--- config.mk ---
export PLATFORM = sky130hd
export DESIGN_NAME = multimode_timer_unit
export DESIGN_NICKNAME = d
export VERILOG_FILES = /design/src/mtu_pkg.sv /design/src/timer_channel.sv /design/src/multimode_timer_unit.sv
export SDC_FILE = /design/constraint.sdc
export NUM_CORES = 1
export LEC_CHECK = 0
export ABC_AREA = 0
export BUFFER_PORTS_ARGS = -buffer_cell sky130_fd_sc_hd__buf_2
export CELL_PAD_IN_SITES_DETAIL_PLACEMENT = 0
export CELL_PAD_IN_SITES_GLOBAL_PLACEMENT = 2
export CORE_ASPECT_RATIO = 1.5
export CORE_MARGIN = 3
export CORE_UTILIZATION = 35
export DETAILED_ROUTE_END_ITERATION = 16
export PLACE_DENSITY = 0.77
export SLEW_MARGIN = 20
export SYNTH_ARGS = -nofsm -noshare
export SYNTH_HDL_FRONTEND = slang
export SYNTH_SLANG_ARGS = --single-unit
--- constraint.sdc ---
create_clock -name mclk -period 2.5 [get_ports mclk]
set_input_delay 0.5 -clock mclk [delete_from_list [all_inputs] [get_ports mclk]]
set_output_delay 0.5 -clock mclk [all_outputs]
set_load 0.01 [all_outputs]
--- src/mtu_pkg.sv ---
// Shared constants, types and helpers of the multimode timer unit.
// Assumes byte addressing on the register bus, one 32-bit word each.
package mtu_pkg;

  // Register byte offsets
  localparam logic [5:0] OFS_CTRL_A  = 6'h00;
  localparam logic [5:0] OFS_CTRL_B  = 6'h04;
  localparam logic [5:0] OFS_CTRL_CD = 6'h08;
  localparam logic [5:0] OFS_DATA_A  = 6'h0C;
  localparam logic [5:0] OFS_DATA_B  = 6'h10;
  localparam logic [5:0] OFS_DATA_C  = 6'h14;
  localparam logic [5:0] OFS_DATA_D  = 6'h18;
  localparam logic [5:0] OFS_EDGE    = 6'h1C;
  localparam logic [5:0] OFS_STATUS  = 6'h20;
  localparam logic [5:0] OFS_MASK    = 6'h24;
  localparam logic [5:0] OFS_AUX     = 6'h28;

  // Field positions
  localparam int CTRL_CLR_BIT   = 4;
  localparam int CD_THIRD_LSB   = 4;
  localparam int CD_FOURTH_LSB  = 0;
  localparam int ST_LINE_FOUR   = 4;
  localparam int ST_LINE_THREE  = 5;

  // Reset values
  localparam logic [3:0] CTRL_RST   = 4'h0;
  localparam logic [2:0] CDMODE_RST = 3'h0;
  localparam logic [1:0] EDGE_RST   = 2'h0;
  localparam logic [5:0] INT_RST    = 6'h00;
  // Edge detector history matches line level while in reset
  localparam logic [1:0] PREV_RST   = 2'h3;

  // Counter values
  localparam logic [7:0] CNT_LAST   = 8'h01;
  localparam int         TCLK_DIV   = 4;

  typedef enum logic [1:0] {
    TM_STOP  = 2'b00,
    TM_DELAY = 2'b01,
    TM_EVENT = 2'b10,
    TM_PULSE = 2'b11
  } tmode_t;

  // Prescale divisor for a 3-bit selector
  function automatic logic [7:0] divisor(input logic [2:0] sel);
    case (sel)
      3'h1:    divisor = 8'h04;
      3'h2:    divisor = 8'h0A;
      3'h3:    divisor = 8'h10;
      3'h4:    divisor = 8'h32;
      3'h5:    divisor = 8'h40;
      3'h6:    divisor = 8'h64;
      3'h7:    divisor = 8'hC8;
      default: divisor = 8'h01;
    endcase
  endfunction : divisor

  // Mode of a first/second timer control nibble
  function automatic tmode_t abMode(input logic [3:0] c);
    if (c == 4'h0)
      abMode = TM_STOP;
    else if (c == 4'h8)
      abMode = TM_EVENT;
    else if (c[3])
      abMode = TM_PULSE;
    else
      abMode = TM_DELAY;
  endfunction : abMode

endpackage : mtu_pkg

--- src/timer_channel.sv ---
// One 8-bit down-counting timer with prescaler and toggling output.
// Assumes tick is a one-cycle timer clock enable, evPulse a one-cycle
// event strobe, both on mclk.
`timescale 1ns/100ps
module timer_channel (
  input  wire logic           mclk,
  input  wire logic           nrst,
  input  wire logic           tick,
  input  wire mtu_pkg::tmode_t tmode,
  input  wire logic [2:0]     psSel,
  input  wire logic           gateOn,
  input  wire logic           evPulse,
  input  wire logic           dataWr,
  input  wire logic [7:0]     wrData,
  input  wire logic           outClear,
  output logic      [7:0]     count,
  output logic                timeout,
  output logic                timerOut
);

  logic [7:0] psCntReg;
  logic [7:0] reloadReg;
  logic [7:0] divNow;
  logic       run;
  logic       psPulse;
  logic       countPulse;

  assign divNow = mtu_pkg::divisor(psSel);
  assign run = (tmode == mtu_pkg::TM_DELAY) ||
               ((tmode == mtu_pkg::TM_PULSE) && gateOn);
  assign psPulse = tick && run && (psCntReg == divNow - 8'h01);
  assign countPulse = (tmode == mtu_pkg::TM_EVENT) ? evPulse
                                                   : psPulse;
  assign timeout = countPulse && (count == mtu_pkg::CNT_LAST);

  // Prescaler, residue lost when stopped or bypassed
  always_ff @(posedge mclk or negedge nrst) begin
    if (!nrst)
      psCntReg <= 8'h00;
    else if (tmode == mtu_pkg::TM_STOP || tmode == mtu_pkg::TM_EVENT)
      psCntReg <= 8'h00;
    else if (psPulse)
      psCntReg <= 8'h00;
    else if (tick && run)
      psCntReg <= psCntReg + 8'h01;
  end

  // Data register and counter keep their content through reset
  always_ff @(posedge mclk) begin
    if (dataWr)
      reloadReg <= wrData;
  end

  always_ff @(posedge mclk) begin
    if (dataWr && tmode == mtu_pkg::TM_STOP)
      count <= wrData;
    else if (countPulse && count == mtu_pkg::CNT_LAST)
      count <= reloadReg;
    else if (countPulse)
      count <= count - 8'h01;
  end

  always_ff @(posedge mclk or negedge nrst) begin
    if (!nrst)
      timerOut <= 1'b0;
    else if (outClear)
      timerOut <= 1'b0;
    else if (timeout)
      timerOut <= ~timerOut;
  end

  property p_reload;
    @(posedge mclk) disable iff (!nrst)
      (countPulse && count == mtu_pkg::CNT_LAST && !dataWr) |=>
        (count == $past(reloadReg));
  endproperty
  a_reload: assert property (p_reload)
    else $error("counter did not reload at terminal count");

  property p_toggle;
    @(posedge mclk) disable iff (!nrst)
      (timeout && !outClear) |=> (timerOut != $past(timerOut));
  endproperty
  a_toggle: assert property (p_toggle)
    else $error("output did not toggle on time-out");

  property p_clear;
    @(posedge mclk) disable iff (!nrst)
      outClear |=> !timerOut;
  endproperty
  a_clear: assert property (p_clear)
    else $error("output not held low by clear");

  property p_prescale;
    @(posedge mclk) disable iff (!nrst)
      (tmode == mtu_pkg::TM_DELAY) |-> (psCntReg < divNow);
  endproperty
  a_prescale: assert property (p_prescale)
    else $error("prescaler passed its divisor");

  property p_event;
    @(posedge mclk) disable iff (!nrst)
      (tmode == mtu_pkg::TM_EVENT && evPulse && !dataWr &&
       count != mtu_pkg::CNT_LAST) |=> (count == $past(count) - 8'h01);
  endproperty
  a_event: assert property (p_event)
    else $error("event did not decrement counter");

endmodule : timer_channel

--- src/multimode_timer_unit.sv ---
// Four-timer unit: control registers, auxiliary input handling and
// interrupt status behind an Avalon-MM slave with waitrequest.
// Assumes auxiliary inputs are asynchronous pins; one clock, mclk.
//
// How it works
// Third/fourth mode: stop, then prescale 4..200
// Unused bits of third/fourth control read zero
// Pulse mode inverts the line interrupt edge
// Edge one: count high, interrupt on fall
// Leaving pulse mode restores normal interrupt edge
// Entering/leaving pulse mode may raise interrupt
// Running write loads at count 01
// Event mode bypasses prescaler, decrements per edge
// Edge change in event mode may count
// Event mode keeps normal line interrupt edge
// Source holds each level four timer clocks
// Reset drives all timer outputs low
// First/second outputs toggle on every time-out
// Output-clear write holds output low
// Reset leaves data and counters unchanged
// Pulse mode: aux level gates the timer
// Count 01 reloads and emits one time-out
// Aux inputs synchronised before edge detection
`timescale 1ns/100ps
module multimode_timer_unit #(
  parameter int TIMER_CLK_DIV = mtu_pkg::TCLK_DIV
) (
  input  wire logic        mclk,
  input  wire logic        nrst,
  input  wire logic [5:0]  avsAddress,
  input  wire logic        avsRead,
  input  wire logic        avsWrite,
  input  wire logic [31:0] avsWritedata,
  input  wire logic [3:0]  avsByteenable,
  output logic      [31:0] avsReaddata,
  output logic             avsWaitrequest,
  input  wire logic        timerAAuxInput,
  input  wire logic        timerBAuxInput,
  output logic             timerAOut,
  output logic             timerBOut,
  output logic             timerCOut,
  output logic             timerDOut,
  output logic             irq
);

  logic [3:0] firstCtrlReg;
  logic [3:0] secondCtrlReg;
  logic [2:0] thirdModeReg;
  logic [2:0] fourthModeReg;
  logic [1:0] edgeSelectReg;
  logic [5:0] intStatusReg;
  logic [5:0] intMaskReg;
  logic       ackReg;
  logic [1:0] auxMetaReg;
  logic [1:0] auxSyncReg;
  logic [1:0] lineSigPrevReg;
  logic [1:0] evSigPrevReg;
  logic [7:0] tickCntReg;
  logic       tick;
  logic       wrEn;
  logic       rdEn;
  logic       lane0;
  logic [1:0] pulseMode;
  logic [1:0] activeLevel;
  logic [1:0] lineSig;
  logic [1:0] lineRise;
  logic [1:0] evRise;
  logic [5:0] intEvents;
  logic [7:0] cdCtrlView;

  mtu_pkg::tmode_t tmodes [4];
  logic [2:0] psSels   [4];
  logic [7:0] counts   [4];
  logic [3:0] dataWrs;
  logic [3:0] clears;
  logic [3:0] gates;
  logic [3:0] evPulses;
  logic [3:0] timeouts;
  logic [3:0] outs;

  // Bus handshake: every access answered on its second cycle
  assign avsWaitrequest = (avsRead || avsWrite) && !ackReg;
  assign wrEn  = avsWrite && ackReg;
  assign rdEn  = avsRead && ackReg;
  assign lane0 = avsByteenable[0];

  always_ff @(posedge mclk or negedge nrst) begin
    if (!nrst)
      ackReg <= 1'b0;
    else
      ackReg <= (avsRead || avsWrite) && !ackReg;
  end

  // Timer clock enable
  always_ff @(posedge mclk or negedge nrst) begin
    if (!nrst)
      tickCntReg <= 8'h00;
    else if (tick)
      tickCntReg <= 8'h00;
    else
      tickCntReg <= tickCntReg + 8'h01;
  end
  assign tick = (tickCntReg == 8'(TIMER_CLK_DIV - 1));

  // Control registers
  always_ff @(posedge mclk or negedge nrst) begin
    if (!nrst) begin
      firstCtrlReg  <= mtu_pkg::CTRL_RST;
      secondCtrlReg <= mtu_pkg::CTRL_RST;
      thirdModeReg  <= mtu_pkg::CDMODE_RST;
      fourthModeReg <= mtu_pkg::CDMODE_RST;
    end else if (wrEn && lane0) begin
      case (avsAddress)
        mtu_pkg::OFS_CTRL_A: firstCtrlReg  <= avsWritedata[3:0];
        mtu_pkg::OFS_CTRL_B: secondCtrlReg <= avsWritedata[3:0];
        mtu_pkg::OFS_CTRL_CD: begin
          thirdModeReg  <= avsWritedata[mtu_pkg::CD_THIRD_LSB +: 3];
          fourthModeReg <= avsWritedata[mtu_pkg::CD_FOURTH_LSB +: 3];
        end
        default: ;
      endcase
    end
  end

  always_ff @(posedge mclk or negedge nrst) begin
    if (!nrst)
      edgeSelectReg <= mtu_pkg::EDGE_RST;
    else if (wrEn && lane0 && avsAddress == mtu_pkg::OFS_EDGE)
      edgeSelectReg <= avsWritedata[1:0];
  end

  // Output clear acts for the whole write access
  assign clears[0] = avsWrite && lane0 &&
                     avsAddress == mtu_pkg::OFS_CTRL_A &&
                     avsWritedata[mtu_pkg::CTRL_CLR_BIT];
  assign clears[1] = avsWrite && lane0 &&
                     avsAddress == mtu_pkg::OFS_CTRL_B &&
                     avsWritedata[mtu_pkg::CTRL_CLR_BIT];
  assign clears[3:2] = 2'b00;

  assign dataWrs[0] = wrEn && lane0 && avsAddress == mtu_pkg::OFS_DATA_A;
  assign dataWrs[1] = wrEn && lane0 && avsAddress == mtu_pkg::OFS_DATA_B;
  assign dataWrs[2] = wrEn && lane0 && avsAddress == mtu_pkg::OFS_DATA_C;
  assign dataWrs[3] = wrEn && lane0 && avsAddress == mtu_pkg::OFS_DATA_D;

  // Mode decode
  assign tmodes[0] = mtu_pkg::abMode(firstCtrlReg);
  assign tmodes[1] = mtu_pkg::abMode(secondCtrlReg);
  assign tmodes[2] = (thirdModeReg == 3'h0) ? mtu_pkg::TM_STOP
                                            : mtu_pkg::TM_DELAY;
  assign tmodes[3] = (fourthModeReg == 3'h0) ? mtu_pkg::TM_STOP
                                             : mtu_pkg::TM_DELAY;
  assign psSels[0] = firstCtrlReg[2:0];
  assign psSels[1] = secondCtrlReg[2:0];
  assign psSels[2] = thirdModeReg;
  assign psSels[3] = fourthModeReg;

  // Auxiliary input synchroniser
  always_ff @(posedge mclk or negedge nrst) begin
    if (!nrst) begin
      auxMetaReg <= 2'b00;
      auxSyncReg <= 2'b00;
    end else begin
      auxMetaReg <= {timerBAuxInput, timerAAuxInput};
      auxSyncReg <= auxMetaReg;
    end
  end

  assign pulseMode[0] = (tmodes[0] == mtu_pkg::TM_PULSE);
  assign pulseMode[1] = (tmodes[1] == mtu_pkg::TM_PULSE);
  // Active level follows the edge bit
  assign activeLevel = auxSyncReg ^ ~edgeSelectReg;
  // Line interrupt edge turned round in pulse mode
  assign lineSig  = activeLevel ^ pulseMode;
  assign lineRise = lineSig & ~lineSigPrevReg;
  assign evRise   = activeLevel & ~evSigPrevReg;

  always_ff @(posedge mclk or negedge nrst) begin
    if (!nrst) begin
      lineSigPrevReg <= mtu_pkg::PREV_RST;
      evSigPrevReg   <= mtu_pkg::PREV_RST;
    end else begin
      lineSigPrevReg <= lineSig;
      evSigPrevReg   <= activeLevel;
    end
  end

  assign gates    = {2'b00, activeLevel};
  assign evPulses = {2'b00, evRise};

  genvar i;
  generate
    for (i = 0; i < 4; i++) begin : g_timer
      timer_channel u_timer (
        .mclk     (mclk),
        .nrst     (nrst),
        .tick     (tick),
        .tmode    (tmodes[i]),
        .psSel    (psSels[i]),
        .gateOn   (gates[i]),
        .evPulse  (evPulses[i]),
        .dataWr   (dataWrs[i]),
        .wrData   (avsWritedata[7:0]),
        .outClear (clears[i]),
        .count    (counts[i]),
        .timeout  (timeouts[i]),
        .timerOut (outs[i])
      );
    end
  endgenerate

  assign timerAOut = outs[0];
  assign timerBOut = outs[1];
  assign timerCOut = outs[2];
  assign timerDOut = outs[3];

  // Interrupt status, set wins over write-one-clear
  assign intEvents = {lineRise[1], lineRise[0], timeouts};

  always_ff @(posedge mclk or negedge nrst) begin
    if (!nrst)
      intStatusReg <= mtu_pkg::INT_RST;
    else if (wrEn && lane0 && avsAddress == mtu_pkg::OFS_STATUS)
      intStatusReg <= (intStatusReg & ~avsWritedata[5:0]) | intEvents;
    else
      intStatusReg <= intStatusReg | intEvents;
  end

  always_ff @(posedge mclk or negedge nrst) begin
    if (!nrst)
      intMaskReg <= mtu_pkg::INT_RST;
    else if (wrEn && lane0 && avsAddress == mtu_pkg::OFS_MASK)
      intMaskReg <= avsWritedata[5:0];
  end

  assign irq = |(intStatusReg & intMaskReg);

  // Read data, unused bits zero
  assign cdCtrlView = {1'b0, thirdModeReg, 1'b0, fourthModeReg};

  always_ff @(posedge mclk or negedge nrst) begin
    if (!nrst)
      avsReaddata <= 32'h0000_0000;
    else if (avsRead && !ackReg) begin
      case (avsAddress)
        mtu_pkg::OFS_CTRL_A:  avsReaddata <= {28'h0, firstCtrlReg};
        mtu_pkg::OFS_CTRL_B:  avsReaddata <= {28'h0, secondCtrlReg};
        mtu_pkg::OFS_CTRL_CD: avsReaddata <= {24'h0, cdCtrlView};
        mtu_pkg::OFS_DATA_A:  avsReaddata <= {24'h0, counts[0]};
        mtu_pkg::OFS_DATA_B:  avsReaddata <= {24'h0, counts[1]};
        mtu_pkg::OFS_DATA_C:  avsReaddata <= {24'h0, counts[2]};
        mtu_pkg::OFS_DATA_D:  avsReaddata <= {24'h0, counts[3]};
        mtu_pkg::OFS_EDGE:    avsReaddata <= {30'h0, edgeSelectReg};
        mtu_pkg::OFS_STATUS:  avsReaddata <= {26'h0, intStatusReg};
        mtu_pkg::OFS_MASK:    avsReaddata <= {26'h0, intMaskReg};
        mtu_pkg::OFS_AUX:     avsReaddata <= {30'h0, auxSyncReg};
        default:              avsReaddata <= 32'h0000_0000;
      endcase
    end
  end

  property p_reset_low;
    @(posedge mclk) !nrst |-> (outs == 4'h0);
  endproperty
  a_reset_low: assert property (p_reset_low)
    else $error("timer output high during reset");

  property p_cd_unused;
    @(posedge mclk) disable iff (!nrst)
      (rdEn && avsAddress == mtu_pkg::OFS_CTRL_CD) |->
        (avsReaddata[7] == 1'b0 && avsReaddata[3] == 1'b0);
  endproperty
  a_cd_unused: assert property (p_cd_unused)
    else $error("unused control bit read as one");

  property p_pulse_fall;
    @(posedge mclk) disable iff (!nrst)
      (pulseMode[1] && $stable(pulseMode[1]) && edgeSelectReg[1] &&
       $stable(edgeSelectReg[1]) && $fell(auxSyncReg[1])) |=>
        intStatusReg[mtu_pkg::ST_LINE_THREE];
  endproperty
  a_pulse_fall: assert property (p_pulse_fall)
    else $error("no line interrupt at end of pulse");

  property p_pulse_norise;
    @(posedge mclk) disable iff (!nrst)
      (pulseMode[1] && $stable(pulseMode[1]) && edgeSelectReg[1] &&
       $stable(edgeSelectReg[1]) && $rose(auxSyncReg[1])) |->
        !lineRise[1];
  endproperty
  a_pulse_norise: assert property (p_pulse_norise)
    else $error("pulse mode interrupt on normal edge");

  property p_event_edge;
    @(posedge mclk) disable iff (!nrst)
      (tmodes[0] == mtu_pkg::TM_EVENT && $stable(tmodes[0]) &&
       edgeSelectReg[0] && $stable(edgeSelectReg[0]) &&
       $rose(auxSyncReg[0])) |=>
        intStatusReg[mtu_pkg::ST_LINE_FOUR];
  endproperty
  a_event_edge: assert property (p_event_edge)
    else $error("event mode line interrupt missed");

  property p_gate;
    @(posedge mclk) disable iff (!nrst)
      (pulseMode[1] && !activeLevel[1] && !dataWrs[1]) |=>
        (counts[1] == $past(counts[1]));
  endproperty
  a_gate: assert property (p_gate)
    else $error("gated timer counted while inactive");

endmodule : multimode_timer_unit

Yosys cells after proc, flatten, opt, wreduce, memory -nomap -nowiden. Index checks and enable logic that the tools add are counted.

Add/sub/neg operators: 13. Multipliers: 0. Divide/modulo/power cells: 0. Order comparisons: 0. Equal/unequal tests: 59. Shift-type cells: 0. Multiplexer cells: 47. Bitwise logic cells: 16. Reductions and logical operators: 65.

Operators by type and width (number): one-hot mux 8 bit (7 select lines) (4); 2-to-1 mux 8 bit (25); one-hot mux 8 bit (11 select lines) (1); subtractor 8 x 1 -> 8 bit, second input constant (8); equality test 3 bit, second input constant (16); adder 8 x 1 -> 8 bit, second input constant (5); logical AND 1 bit (34); equality test 8 x 1 -> 1 bit, second input constant (4); equality test 8 bit (4); equality test 3 x 2 -> 1 bit, second input constant (8); equality test 6 x 5 -> 1 bit, second input constant (4); nonzero test 3 bit (8); equality test 6 bit, second input constant (3); AND 6 bit (2); equality test 3 x 1 -> 1 bit, second input constant (4); equality test 6 x 4 -> 1 bit, second input constant (2); 2-to-1 mux 2 bit (6); OR 6 bit (2); 2-to-1 mux 1 bit (10); equality test 2 bit, second input constant (4); equality test 4 bit, second input constant (2); equality test 8 x 2 -> 1 bit, second input constant (1); zero test 2 bit (4); zero test 4 bit (2); other kinds (17) (37).

Flip-flop bits (word level): 177. Latch bits: 0. Memory bits (writable): 0. ROM bits: 0. Bits of input ports: 48. Output and inout bits: 38. Word-level logic and storage cells: 230. Memories: 0.

Logic depth before layout (Yosys ltp).
Depth in word-level cells: 12. Gate-level depth with buffers: 11.

By module. A second synthesis with hierarchy kept.

Cell total of the unflattened synthesis: 1022. Area, all modules: 9803.2 µm².

Modules (own cells, without submodules): timer_channel (g_timer[0].u_timer ...) (times used 3, cells an instance 187, area each 1696.6 µm², sequential area each 705.7 µm²); multimode_timer_unit (times used 1, cells an instance 267, area each 2931.6 µm², sequential area each 1331.3 µm²); timer_channel (g_timer[2].u_timer) (times used 1, cells an instance 194, area each 1781.7 µm², sequential area each 705.7 µm²).

Worst setup path before layout. OpenSTA, ideal clock, no wires.

Kind: in2reg. Start point: in avsAddress[5]. End point: reg g_timer[2].u_timer.count[0] (enable). Setup time: 0.326 ns. Arrival time: 2.535 ns. Data required time: 2.174 ns. Slack: -0.361 ns. Stages: 7. Buffers on the path: 3. Cell sequence: buf_2 > nand2b_1 > nor3_1 > and2_1 > clkbuf_1 > clkbuf_1 > a21o_1.

Longest elaborated chain between the ends: 4.

RTL lines: from (decl) (line multimode_timer_unit.sv:30) `input wire logic [5:0] avsAddress,`; equality test 6 x 5 -> 1 bit (line multimode_timer_unit.sv:143) `assign dataWrs[2] = wrEn && lane0 && avsAddress == mtu_pkg::OFS_DATA_C;`; logical AND 1 bit (line multimode_timer_unit.sv:143); via g_timer[2].u_timer.dataWr (line timer_channel.sv:13) `input wire logic dataWr,`; logical AND 1 bit (line timer_channel.sv:55) `if (dataWr && tmode == mtu_pkg::TM_STOP)`; nonzero test 3 bit (no line); to (signal assigned) (line timer_channel.sv:56) `count <= wrData;`; to (signal assigned) (line timer_channel.sv:58) `count <= reloadReg;`; to (signal assigned) (line timer_channel.sv:60) `count <= count - 8'h01;`; to (decl) (line timer_channel.sv:16) `output logic [7:0] count,`.

The timed path passes the listed nets, and every way through them passes these cells. A chain may end at the register's enable or synchronous reset.

Worst setup path after layout.
Start point: reg thirdModeReg[1]. End point: reg g_timer[2].u_timer.count[0] (data pin).

Longest elaborated chain between the ends: 9. Elaborated cells on any way between the ends: 22. Those cells by class: add/sub: 1; eq/ne: 10; mux: 5; reduce/logical: 6.

RTL lines: from (decl) (line multimode_timer_unit.sv:48) `logic [2:0] thirdModeReg;`; from (signal assigned) (line multimode_timer_unit.sv:110) `thirdModeReg <= mtu_pkg::CDMODE_RST;`; from (signal assigned) (line multimode_timer_unit.sv:117) `thirdModeReg <= avsWritedata[mtu_pkg::CD_THIRD_LSB +: 3];`; equality test 3 bit, or another cell as far along (line mtu_pkg.sv:46) `case (sel)`; one-hot mux 8 bit (7 select lines) or 2-to-1 mux 1 bit (tied branches) (line mtu_pkg.sv:46, multimode_timer_unit.sv:149); subtractor 8 x 1 -> 8 bit or equality test 1 bit (tied branches) (line timer_channel.sv:31, timer_channel.sv:29); equality test 8 bit or logical AND 1 bit (tied branches) (line timer_channel.sv:31) `assign psPulse = tick && run && (psCntReg == divNow - 8'h01);`; logical AND 1 bit (line timer_channel.sv:31); 2-to-1 mux 1 bit (line timer_channel.sv:32) `assign countPulse = (tmode == mtu_pkg::TM_EVENT) ? evPulse`; logical AND 1 bit (line timer_channel.sv:57) `else if (countPulse && count == mtu_pkg::CNT_LAST)`; 2-to-1 mux 8 bit (line timer_channel.sv:57); 2-to-1 mux 8 bit * (line timer_channel.sv:55).

Mark *: on every way between the ends. The rest lies on a longest branch, timed or not.

==> results_dict.tcl <==
set metrics [dict create \
    pre_cts_slack_ns 0.0835 \
    cp_slowest_stage_delay_ns 0.49 \
    tightest_slew_ns 0.769 \
    core_area_um2 24600 \
    vias 6716 \
    cts_buffer_depth 2 \
    grt_pass1_vias 6701 \
    die_x_um 136 \
    setup_viol 0 \
    dpl-instance-area_um2 9620 \
    clk_pin_slew_worst_paths_ns 0.06 \
    io_buffers 34 \
    hold_ws_ns 0.174 \
    area_growth_syn_to_layout_pct 16.6 \
    remaining_drc_errors 0 \
    min_period_ns 2.37 \
    fin_tns_setup_ns 0 \
    finalNonFillerCells 1284 \
    grtUsageTotal_pct 17.8 \
    insertedDiodeCount 0 \
    viasPerCell 5.23 \
    outcome "completed" \
    final_area_um2 10300 \
    cts_root_buf "clkbuf_16" \
    globalplace.congestion 0.808 \
    synth-seq-cells 153 \
    wl_um 23400 \
    maxCapViolations 0 \
    die_area_um2 27100 \
    cp.arrival_ns 2.55 \
    fin_crit_sh_pct 94.8 \
    worst_slack_ns 0.131 \
    worstSetupPathType "flip-flop to flip-flop" \
    clkLatencyLatePin_ns 0.43 \
    synth_area_per_cell_um2 10.2 \
    nNetsFinal 1010 \
    fmax_mhz 422 \
    cp.required_ns 2.68 \
    drt_iter0_drc 421 \
    wl_per_cell_um 18.2 \
    first_pass_iters 5 \
    drv_slew 0 \
    dp_cells 1249 \
    layout-drive-gt1-share_pct 21.0 \
    slew_headroom_pct 48.4 \
    fin_skew_ns 0.00591 \
    grt_overflow 0 \
    critPathCaptureType "flip-flop" \
    grt_pass1_wl_um 37600 \
    ys.flop_type "dfrtp_1" \
    cts_tree "yes" \
    ys_warn_count 0 \
    power.density_nw_per_um2 567 \
    path_cells "or2b_1 > o211ai_1 > a221oi_1 > a2111oi_4 > nand4_1 > mux2_1 > mux2_2" \
    fp-row-count 70 \
    cts.sinks 153 \
    synthArstFlopShare_pct 58.2 \
    hold_viol_final 0 \
    synth_edf_count 64 \
    synth_cell_types 87 \
    critPathMaxFanout 12 \
    hold_class "input port to flip-flop" \
    die_h_um 200 \
    grt_antenna_before_repair 0 \
    htreeDepth 4 \
    startpoint_type "flip-flop" \
    cts_buffers 17 \
    cp_slowest_cell "dfrtp_2" \
    syn_area_um2 8810 \
    grt_start_max_net_pins 41 \
    dpl.hpwl_um 17300 \
    p_leak_nw 4.32 \
    start_util_pct 35.8 \
    peakVddDrop_uv 467 \
    syn_inst 863 \
    final_cell_mix "80 x nand2_1, 80 x dfrtp_1, 79 x nor2_1" \
    pin_count 86 \
    synth_seq_area_share_pct 47.2 \
    antenna_left 0 \
]
cell usage after synthesis (5+ instances only):
library cell	number	area, um2
dfrtp_1	85	2130
nand2_1	80	300
nor2_1	80	300
edfxtp_1	64	1920
o21ai_0	43	215
nor3_1	38	190
buf_4	29	218
xor2_1	29	254
a21oi_1	25	125
inv_1	25	93.8
nand3_1	25	125
mux2_2	24	270
xnor2_1	23	201
buf_2	16	80.1
a22oi_1	15	113
and3_1	15	93.8
ha_1	15	188
a21o_1	14	105
nand2b_1	14	87.6
mux2i_1	13	130
nor2b_1	12	75.1
a211oi_1	11	82.6
nor3b_1	11	82.6
nor4_1	9	56.3
a31oi_1	8	50.1
a22o_1	7	61.3
a222oi_1	6	60.1
buf_6	6	67.6
clkbuf_1	6	22.5
nand3b_1	6	45.0
a221oi_1	5	43.8
and2_1	5	31.3
nand4_1	5	31.3
final timing paths:
kind | startpoint | to | slack, ns | depth (start not counted)
worst min-delay path | timerBAuxInput | auxMetaReg[1]$_DFF_PN0_ | 0.17 | 1
worst max register to register | thirdModeReg[1]$_DFFE_PN0P_ | g_timer[2].u_timer.count[0]$_DFFE_PP_ | 0.13 | 7
min in group asynchronous | nrst | g_timer[3].u_timer.timerOut$_DFFE_PN0P_ | 0.53 | 2
max in group asynchronous | nrst | thirdModeReg[1]$_DFFE_PN0P_ | 1.25 | 3
worst min register to register | auxMetaReg[0]$_DFF_PN0_ | auxSyncReg[0]$_DFF_PN0_ | 0.35 | 0
worst max-delay path | thirdModeReg[1]$_DFFE_PN0P_ | g_timer[2].u_timer.count[0]$_DFFE_PP_ | 0.13 | 7
kinds of logic (layout without fill, tap and decap cells):
kind of cell / after synthesis / count (layout) / share of synthesized area, %
fa+ha+maj: 16 / 16 / 2.24
compound gates: 182 / 182 / 14.7
mux: 39 / 39 / 4.93
other cells: 1 / 24 / 0.0426
flops: 153 / 153 / 47.2
buf+inv: 85 / 159 / 5.60
xor+xnor: 52 / 52 / 5.17
simple gates: 335 / 335 / 20.2
final cells by class:
type	instances	area, um2
clock buffers	27	556
clock inverters	5	53.8
fillers	2405	14300
inverters	25	93.8
multi-input cells	648	4270
flip-flops and latches	153	4160
well taps	324	405
repair buffers	102	727
sequential cells by signal, indices dropped and copies added (netlist names):
signal,flops
g_timer.u_timer.count,32
g_timer.u_timer.psCntReg,32
g_timer.u_timer.reloadReg,32
avsReaddata,8
tickCntReg,8
intMaskReg,6
intStatusReg,6
firstCtrlReg,4
g_timer.u_timer.timerOut,4
secondCtrlReg,4
fourthModeReg,3
thirdModeReg,3
auxMetaReg,2
auxSyncReg,2
edgeSelectReg,2
evSigPrevReg,2
lineSigPrevReg,2
ackReg,1
through the flow:
step	power (W)	utilization, %
after floorplan	0.00306	-
after global placement	0.00323	39.1
final	0.00582	41.7
after global routing	0.00606	41.7
after detailed placement	0.00324	39.1
after CTS	0.00589	41.6
power by group:
group          internal (W)  total (W)  switching (W)
clock               0.00162    0.00263        0.00101
sequential          0.00267    0.00272      0.0000541
combinational      0.000179   0.000468       0.000290
total               0.00447    0.00582        0.00136
metal layers:
metal / vias to the layer above / GRT usage [%] / wire (um) / part of all wire [%]
met4: 0 / 6.77 / 602 / 2.6
met2: 140 / 31.1 / 12100 / 52
li1: 3278 / - / - / -
met3: 32 / 2.76 / 758 / 3.2
met1: 3266 / 22.0 / 9860 / 42
met5: - / 0 / 0 / 0
worst max-delay path, delay by kind of cell, from the launching register on:
family / cells / cell delay, ns
simple gates: 2 / 0.44
flops: 1 / 0.49
compound gates: 3 / 0.57
mux: 2 / 0.62
what timing repair did:
item,4_1_cts,5_1_grt
endpoints found under the hold margin,20,0
endpoints found under the setup margin,0,14
hold buffers,1,0
buffers inserted,0,2
resized for setup,0,9
No activity file was read; power rests on OpenSTA's default activity.
